==> src/hct_defs.vh <==
// constants for the host-side command/acknowledge transaction engine
`ifndef HCT_DEFS_VH
`define HCT_DEFS_VH
`define HCT_CLK_HZ 10000000
`define HCT_CYC_PER_MS (`HCT_CLK_HZ / 1000)
`define HCT_MAX_PKT_BYTES 1024
`define HCT_BITS_PER_BYTE 10
`define HCT_LINK_BAUD 9600
// least time, rounded up to whole cycles
`define HCT_PKT_WIN_CYC ((64'd1024 * 64'd10 * 64'd10000000 + 64'd9599) / 64'd9600)
`define HCT_MARGIN_MS 10
`define HCT_MAX_RETRIES 2'h3
`define HCT_TAG_STEP 16'h0001
`define HCT_TAG_RESET 16'h0000
`define HCT_DEFAULT_PATH 8'h00
`define HCT_STATUS_OK 16'h0000
`define HCT_TX_CMD 1'b0
`define HCT_TX_EVT_REPLY 1'b1
`define HCT_EVT_NUM_LSB 0
`define HCT_EVT_NUM_MSB 11
`define HCT_EVT_RSV_LSB 12
`define HCT_EVT_RSV_MSB 13
`define HCT_EVT_NS_LSB 14
`define HCT_EVT_NS_MSB 15
`define HCT_NS_PROTOCOL 2'h0
`define HCT_NS_TECH 2'h1
`define HCT_NS_DEVICE 2'h2
`endif

==> src/hct_timer.v <==
// loadable down-counting timeout timer
`default_nettype none
module hct_timer #(
    parameter W = 32
) (
    input wire sys_clk,
    input wire reset,
    input wire ce,
    input wire load,
    input wire stop,
    input wire [W-1:0] load_val,
    output wire expired
);
    reg [W-1:0] cnt_q;
    reg run_q;
    always @(posedge sys_clk) begin
        if (reset) begin
            cnt_q <= {W{1'b0}};
            run_q <= 1'b0;
        end else if (ce) begin
            if (load) begin
                cnt_q <= load_val;
                run_q <= 1'b1;
            end else if (stop) begin
                run_q <= 1'b0;
            end else if (run_q && cnt_q != {W{1'b0}}) begin
                cnt_q <= cnt_q - {{(W-1){1'b0}}, 1'b1};
            end
        end
    end
    assign expired = run_q && (cnt_q == {W{1'b0}});
endmodule
`default_nettype wire

==> src/hct_engine.v <==
// host command/acknowledge transaction engine with event reply channel
`include "hct_defs.vh"
`default_nettype none
// Functional notes
// device executes each command and acknowledges with the same tag
// host issues one command at a time, waiting for acknowledge or timeout
// each new command cycle uses a new tag, incremented by one
// acknowledge timeout sums packet transfer time, device response time, margin
// device answers its response-time register read within 50 ms
// device should finish other register accesses within 300 ms
// device sends pending acknowledge with tag and temporary timeout in ms
// host uses pending timeout for this cycle only, then reverts
// device suspends heartbeat during pending command, restores afterwards
// device may send another pending acknowledge with longer timeout
// same-tag command while processing gets another pending acknowledge
// different-tag command while processing gets the busy status code
// event channel path number differs from the default path
// events carry tags; host replies with same tag; next event differs
// event source code: number bits 0-11, reserved 12-13, namespace 14-15
// namespace 0 protocol, 1 technology, 2 device specific
// bad CRC, timeout, short packet, bad header are link failures
// on CRC or length error flush until idle one packet time, then resend
// packet too short if incomplete within transfer window from first byte
// after failure host resends same command and tag up to 3 times
// device does not re-execute a resent tag, resends old result
// on corrupt acknowledge host may resend without waiting for timeout
// default control channel uses logical path number 0
module hct_engine #(
    parameter PKT_WIN_CYCLES = `HCT_PKT_WIN_CYC,
    parameter CYC_PER_MS = `HCT_CYC_PER_MS,
    parameter MARGIN_MS = `HCT_MARGIN_MS
) (
    input wire sys_clk,
    input wire reset,
    input wire ce,
    input wire cmd_valid,
    output wire cmd_ready,
    input wire [15:0] cmd_opcode,
    input wire [31:0] cmd_data,
    input wire [15:0] max_response_time,
    output reg done_q,
    output reg done_fail_q,
    output reg done_busy_q,
    output reg [15:0] done_status_q,
    output reg [31:0] done_data_q,
    output reg tx_valid_q,
    input wire tx_ready,
    output reg tx_kind_q,
    output reg [7:0] tx_path_q,
    output reg [15:0] tx_tag_q,
    output reg [15:0] tx_opcode_q,
    output reg [31:0] tx_data_q,
    input wire rx_first_byte,
    input wire rx_valid,
    input wire [15:0] rx_tag,
    input wire rx_pending,
    input wire [15:0] rx_pend_ms,
    input wire [15:0] rx_status,
    input wire [31:0] rx_data,
    input wire rx_crc_err,
    input wire rx_len_err,
    input wire rx_hdr_err,
    input wire rx_evt_valid,
    input wire [15:0] rx_evt_tag,
    input wire [15:0] rx_evt_code,
    input wire line_active,
    input wire [7:0] msg_path,
    output reg msg_path_ok_q,
    input wire busy_status_code_in,
    output reg evt_valid_q,
    output reg [11:0] evt_number_q,
    output reg [1:0] evt_space_q,
    output reg evt_space_known_q
);
    localparam S_IDLE = 3'h0;
    localparam S_SEND = 3'h1;
    localparam S_WAIT = 3'h2;
    localparam S_FLUSH = 3'h3;
    localparam S_RESEND = 3'h4;

    // namespace field known to the protocol
    function ns_known;
        input [1:0] ns;
        begin
            ns_known = (ns == `HCT_NS_PROTOCOL) || (ns == `HCT_NS_TECH) || (ns == `HCT_NS_DEVICE);
        end
    endfunction

    reg [2:0] st_q;
    reg [15:0] tag_q;
    reg [15:0] op_q;
    reg [31:0] data_q;
    reg [1:0] retry_q;
    reg pkt_open_q;
    reg evt_pend_q;
    reg [15:0] evt_tag_q;
    reg evt_seen_q;
    reg [15:0] last_evt_tag_q;
    reg line_m_q;
    reg line_s_q;

    wire [31:0] base_to = PKT_WIN_CYCLES[31:0] + {16'h0000, max_response_time} * CYC_PER_MS[31:0]
        + MARGIN_MS[31:0] * CYC_PER_MS[31:0];
    wire [31:0] pend_to = {16'h0000, rx_pend_ms} * CYC_PER_MS[31:0];
    wire ack_to;
    wire win_to;
    wire idle_to;

    wire rx_bad = rx_crc_err || rx_len_err || rx_hdr_err;
    wire ack_match = rx_valid && !rx_bad && (rx_tag == tag_q);
    wire short_pkt = pkt_open_q && win_to;
    wire cmd_tx_go = (st_q == S_SEND || st_q == S_RESEND) && !evt_pend_q;
    wire evt_tx_go = evt_pend_q && !tx_valid_q;
    wire start_wait = tx_valid_q && tx_ready && (tx_kind_q == `HCT_TX_CMD);
    wire fail_ev = (st_q == S_WAIT) && (ack_to || short_pkt || rx_bad);
    wire need_flush = rx_crc_err || rx_len_err || short_pkt;

    assign cmd_ready = (st_q == S_IDLE);

    // acknowledge timeout, reloaded by a pending acknowledge
    hct_timer #(.W(32)) u_ack_tmr (
        .sys_clk(sys_clk),
        .reset(reset),
        .ce(ce),
        .load(start_wait || (st_q == S_WAIT && ack_match && rx_pending)),
        .stop(st_q != S_WAIT),
        .load_val(start_wait ? base_to : pend_to),
        .expired(ack_to)
    );

    // transfer window for an arriving packet
    hct_timer #(.W(32)) u_win_tmr (
        .sys_clk(sys_clk),
        .reset(reset),
        .ce(ce),
        .load(rx_first_byte),
        .stop(rx_valid || rx_bad),
        .load_val(PKT_WIN_CYCLES[31:0]),
        .expired(win_to)
    );

    // line quiet time during flush
    hct_timer #(.W(32)) u_idle_tmr (
        .sys_clk(sys_clk),
        .reset(reset),
        .ce(ce),
        .load(st_q != S_FLUSH || line_s_q),
        .stop(1'b0),
        .load_val(PKT_WIN_CYCLES[31:0]),
        .expired(idle_to)
    );

    always @(posedge sys_clk) begin
        if (reset) begin
            line_m_q <= 1'b0;
            line_s_q <= 1'b0;
            pkt_open_q <= 1'b0;
            msg_path_ok_q <= 1'b0;
        end else if (ce) begin
            line_m_q <= line_active;
            line_s_q <= line_m_q;
            if (rx_first_byte)
                pkt_open_q <= 1'b1;
            else if (rx_valid || rx_bad || win_to)
                pkt_open_q <= 1'b0;
            msg_path_ok_q <= (msg_path != `HCT_DEFAULT_PATH);
        end
    end

    // event intake and reply
    always @(posedge sys_clk) begin
        if (reset) begin
            evt_pend_q <= 1'b0;
            evt_tag_q <= `HCT_TAG_RESET;
            evt_seen_q <= 1'b0;
            last_evt_tag_q <= `HCT_TAG_RESET;
            evt_valid_q <= 1'b0;
            evt_number_q <= 12'h000;
            evt_space_q <= 2'h0;
            evt_space_known_q <= 1'b0;
        end else if (ce) begin
            evt_valid_q <= 1'b0;
            if (rx_evt_valid && !rx_bad) begin
                evt_pend_q <= 1'b1;
                evt_tag_q <= rx_evt_tag;
                if (!evt_seen_q || rx_evt_tag != last_evt_tag_q) begin
                    evt_valid_q <= 1'b1;
                    evt_number_q <= rx_evt_code[`HCT_EVT_NUM_MSB:`HCT_EVT_NUM_LSB];
                    evt_space_q <= rx_evt_code[`HCT_EVT_NS_MSB:`HCT_EVT_NS_LSB];
                    evt_space_known_q <= ns_known(rx_evt_code[`HCT_EVT_NS_MSB:`HCT_EVT_NS_LSB]) &&
                        (rx_evt_code[`HCT_EVT_RSV_MSB:`HCT_EVT_RSV_LSB] == 2'h0);
                end
                evt_seen_q <= 1'b1;
                last_evt_tag_q <= rx_evt_tag;
            end else if (tx_valid_q && tx_ready && tx_kind_q == `HCT_TX_EVT_REPLY) begin
                evt_pend_q <= 1'b0;
            end
        end
    end

    // command cycle
    always @(posedge sys_clk) begin
        if (reset) begin
            st_q <= S_IDLE;
            tag_q <= `HCT_TAG_RESET;
            op_q <= 16'h0000;
            data_q <= 32'h00000000;
            retry_q <= 2'h0;
            tx_valid_q <= 1'b0;
            tx_kind_q <= `HCT_TX_CMD;
            tx_path_q <= `HCT_DEFAULT_PATH;
            tx_tag_q <= `HCT_TAG_RESET;
            tx_opcode_q <= 16'h0000;
            tx_data_q <= 32'h00000000;
            done_q <= 1'b0;
            done_fail_q <= 1'b0;
            done_busy_q <= 1'b0;
            done_status_q <= `HCT_STATUS_OK;
            done_data_q <= 32'h00000000;
        end else if (ce) begin
            done_q <= 1'b0;
            if (tx_valid_q && tx_ready)
                tx_valid_q <= 1'b0;
            if (!tx_valid_q) begin
                if (evt_tx_go) begin
                    tx_valid_q <= 1'b1;
                    tx_kind_q <= `HCT_TX_EVT_REPLY;
                    tx_path_q <= msg_path;
                    tx_tag_q <= evt_tag_q;
                    tx_opcode_q <= 16'h0000;
                    tx_data_q <= 32'h00000000;
                end else if (cmd_tx_go) begin
                    tx_valid_q <= 1'b1;
                    tx_kind_q <= `HCT_TX_CMD;
                    tx_path_q <= `HCT_DEFAULT_PATH;
                    tx_tag_q <= tag_q;
                    tx_opcode_q <= op_q;
                    tx_data_q <= data_q;
                end
            end
            case (st_q)
                S_IDLE: begin
                    if (cmd_valid) begin
                        op_q <= cmd_opcode;
                        data_q <= cmd_data;
                        retry_q <= 2'h0;
                        st_q <= S_SEND;
                    end
                end
                S_SEND, S_RESEND: begin
                    if (cmd_tx_go && !tx_valid_q)
                        st_q <= S_WAIT;
                end
                S_WAIT: begin
                    if (ack_match && !rx_pending) begin
                        done_q <= 1'b1;
                        done_fail_q <= 1'b0;
                        done_busy_q <= busy_status_code_in;
                        done_status_q <= rx_status;
                        done_data_q <= rx_data;
                        tag_q <= tag_q + `HCT_TAG_STEP;
                        st_q <= S_IDLE;
                    end else if (fail_ev) begin
                        if (retry_q == `HCT_MAX_RETRIES) begin
                            done_q <= 1'b1;
                            done_fail_q <= 1'b1;
                            done_busy_q <= 1'b0;
                            done_status_q <= `HCT_STATUS_OK;
                            done_data_q <= 32'h00000000;
                            retry_q <= 2'h0;
                            tag_q <= tag_q + `HCT_TAG_STEP;
                            st_q <= need_flush ? S_FLUSH : S_IDLE;
                        end else begin
                            retry_q <= retry_q + 2'h1;
                            st_q <= need_flush ? S_FLUSH : S_RESEND;
                        end
                    end
                end
                S_FLUSH: begin
                    if (idle_to)
                        st_q <= (retry_q == 2'h0) ? S_IDLE : S_RESEND;
                end
                default: st_q <= S_IDLE;
            endcase
        end
    end
endmodule
`default_nettype wire

==> config.mk <==
export PLATFORM = sky130hd
export DESIGN_NAME = hct_engine
export DESIGN_NICKNAME = d
export VERILOG_FILES = /design/src/hct_timer.v /design/src/hct_engine.v
export VERILOG_INCLUDE_DIRS = /design/src
export SDC_FILE = /design/constraint.sdc
export NUM_CORES = 1
export LEC_CHECK = 0
export BUFFER_PORTS_ARGS = -buffer_cell sky130_fd_sc_hd__buf_2
export CAP_MARGIN = 10
export CORE_MARGIN = 3
export CORE_UTILIZATION = 55
export CTS_CLUSTER_SIZE = 10
export DETAILED_ROUTE_END_ITERATION = 16
export PLACE_DENSITY = 0.8
export SETUP_SLACK_MARGIN = 0.15
export SLEW_MARGIN = 20
export SYNTH_ARGS = -nofsm -noshare
export SYNTH_HDL_FRONTEND = slang
export SYNTH_SLANG_ARGS = --single-unit
==> constraint.sdc <==
create_clock -name sys_clk -period 8.15 [get_ports sys_clk]
set_input_delay 0.4075 -clock sys_clk [delete_from_list [all_inputs] [get_ports sys_clk]]
set_output_delay 0.4075 -clock sys_clk [all_outputs]
set_load 0.05 [all_outputs]
==> impl_metrics.ini <==
[grt]
grt_pass1_wl_microns = 89510
overflow = 0
grt_max_degree = 120
antenna_found_initial = 13
track_usage = 0.2773
grt_pass1_vias = 18000

[power]
power.density_nw_per_um2 = 267.8
ir_worst_vdd_mv = 0.1723
leakage_uw = 0.01030

[synth]
synth.largest_area_cell = dfxtp_1
ys_seq_area_frac = 0.3299
synth_area_leaders = dfxtp_1, ha_1, nand2_1
synth_nets = 2905
syn_inst = 2490
yosysMostFrequentCell = nand2_1
synth_top_area_frac = 0.3299
ys.flop_type = dfxtp_1
ys_ff_latch = 331
synth_commonest_cells = nand2_1, dfxtp_1, a21oi_1
netlist_area_sq_um = 20090
synth_edf_count = 0
ys.warnings.count = 0
ys_types = 87
syn_avg_cell_area_sq_um = 8.066
async_reset_ff_frac = 0

[finish]
finish.instance_area_sq_um = 23140
nNetsFinal = 3179
drive_gt1_frac = 0.1569
nFillCells = 3052
instances_no_fill = 3242
syn_to_final_growth_pct = 15.20
fin_util = 0.6474

[placement]
dp_cells = 3182
place_congestion = 0.9253
io_buffers = 340
place_area_sq_um = 22020
post-dp-hpwl_microns = 41030

[critical_path]
regToRegEndpoint = u_ack_tmr.cnt_q[26]
crit_end = u_ack_tmr.cnt_q[26]
startpoint_type = input pin
reg2reg_slack_ns = 4.07
worstSetupEndpointType = register
reg2reg_from = tag_q[0]
cp_data_arrival_time_ns = 5.52
worstRegToRegCells = 9
required_ns = 8.58
critPathLaunch = max_response_time[4]
path_class = in2reg
crit_path_max_fanout = 5

[routing]
wl_per_cell_microns = 17.03
routed.top_layer = met5
drt_first_pass_iters = 6
drt_iter0_markers = 1315
ant_nets = 0
routed_wirelength_microns = 55200
met3WireLength_microns = 3661
vias_per_cell = 5.724
drc = 0
wl_met2_microns = 25780
wl_met1_microns = 23870
via_count = 18560

[die]
die_h_microns = 197.1
fp.dieArea_sq_um = 38850
fp-row-count = 69
io_pins = 341
start_util = 0.5620
core_area_sq_um = 35740
dieWidth_microns = 197.1

[clock_network]
cts_num_sinks = 331
insertion_delay_ns = 0.54
cts_tree = built
cts_buffers = 40
ctsHoldBuffers = 0
cts_max_level = 2
clockBufferDepth = 3
clk_pin_slew_worst_paths_ns = 0.06
cts_setup_buffers = 0
cts_resized = 0
cts-root-buf = clkbuf_16

[sta]
fin_tns_setup_ns = 0
min_period_over_period = 0.6250
final-setup-viol-count = 0
fmax_mhz = 196.3
rsz0062_at_grt = no
skew_ns = 0.01271
relSlewSlack = 0.3190
finalCriticalPeriod_ns = 5.094
hold_viol_final = 0
worst_pin_slew_ns = 1.022
finalMaxSlewViolations = 0

[worst_hold_path]
hold_path_class = in2reg

[flow_run]
maxCapViolCount = 0

[run_status]
status = complete, no violations
==> layout by cell type (no fill, tap or decap), types with 13 or more instances in the layout <==
cell type and n:
nand2_1 379, buf_2 339, dfxtp_1 331, a21oi_1 282, inv_1 222, nor2_1 186, ha_1 147, nand3_1 103
xor2_1 81, fa_1 70, xnor2_1 66, o21ai_0 61, nor3_1 50, a211oi_1 46, clkbuf_16 40, mux2i_1 35
nor4_1 30, or3_1 22, o211ai_1 16, nand4_1 15, and3_1 15, and2_1 14, nor2b_1 13
==> how the worst min path moves through the flow <==
stage	startpoint	end	slack [ns]	cells after the start
floorplan	u_ack_tmr.cnt_q[16]	u_ack_tmr.cnt_q[16]	0.43	2
global placement	op_q[5]	tx_opcode_q[5]	0.44	2
detailed placement	done_data_q[31]	done_data_q[31]	0.44	2
CTS	rx_evt_code[8]	evt_number_q[8]	0.07	3
global route	cmd_data[4]	data_q[4]	0.11	3
finish	rx_evt_code[8]	evt_number_q[8]	0.10	3
==> final cells by class <==
class / count / area [sq um] / share of cell area
Clock inverter: 5 / 45.04 / 0.001947
Sequential cell: 331 / 6626 / 0.2864
Antenna cell: 9 / 22.52 / 0.0009733
Timing Repair Buffer: 353 / 1821 / 0.07868
Inverter: 223 / 837.1 / 0.03618
Clock buffer: 45 / 1030 / 0.04450
Multi-Input combinational cell: 1815 / 12180 / 0.5264
Tap cell: 461 / 576.8 / 0.02493
==> metrics by stage <==
| step | setup slack, ns | total power, uW | hold slack (ns) |
|---|---|---|---|
| 6_report | 3.056 | 6196 | 0.1028 |
| 5_1_grt | 2.685 | 6659 | 0.1054 |
| 4_1_cts | 3.070 | 6196 | 0.07155 |
| 3_5_place_dp | 2.480 | 4642 | 0.4399 |
| 3_3_place_gp | 2.633 | 4563 | 0.4356 |
| 2_1_floorplan | 2.954 | 4040 | 0.4316 |
==> worst max-delay path: stages <==
cell	delay (ns)
buf_2	0.11
inv_1	0.10
fa_1	0.55
inv_1	0.05
ha_1	0.26
inv_1	0.05
fa_1	0.52
inv_1	0.04
ha_1	0.26
inv_1	0.05
fa_1	0.49
inv_1	0.04
ha_1	0.35
and3_1	0.21
and2_1	0.18
a21o_1	0.24
a2111oi_0	0.52
or3_1	0.30
nand4_1	0.16
nand2_1	0.21
a21oi_1	0.10
a311o_1	0.32
==> layer usage <==
metal  vias to the layer above  GRT usage
met4                         8    0.09636
met2                       613     0.4566
met3                       129    0.05083
li1                       9037          -
met1                      8770     0.3693
met5                         -          0
==> flip-flops by register name (all words and copies together) (netlist names), 2 cells and up <==
| register | flops |
|---|---|
| tx_opcode_q | 16 |
| done_data_q | 32 |
| last_evt_tag_q | 16 |
| evt_space_q | 2 |
| u_ack_tmr.cnt_q | 32 |
| retry_q | 2 |
| data_q | 32 |
| tag_q | 16 |
| u_idle_tmr.cnt_q | 32 |
| op_q | 16 |
| st_q | 3 |
| evt_number_q | 12 |
| done_status_q | 16 |
| u_win_tmr.cnt_q | 32 |
| tx_path_q | 8 |
| tx_tag_q | 16 |
| tx_data_q | 32 |
==> cells by family (layout without fill, tap and decap cells) <==
group,after synthesis,after routing,synth area share
compound gates,525,525,0.1586
xor+xnor,147,147,0.06410
other cells,0,9,0
buf+inv,344,626,0.06503
simple gates,890,890,0.2030
flops,331,331,0.3299
mux,36,36,0.01800
fa+ha+maj,217,217,0.1613
==> report_power, final <==
part	switching (uW)	internal, uW	total [uW]
clock	651	887	1540
combinational	1780	1170	2950
sequential	39.8	1670	1710
total	2470	3720	6200
Power figures use the tool's default switching activity.
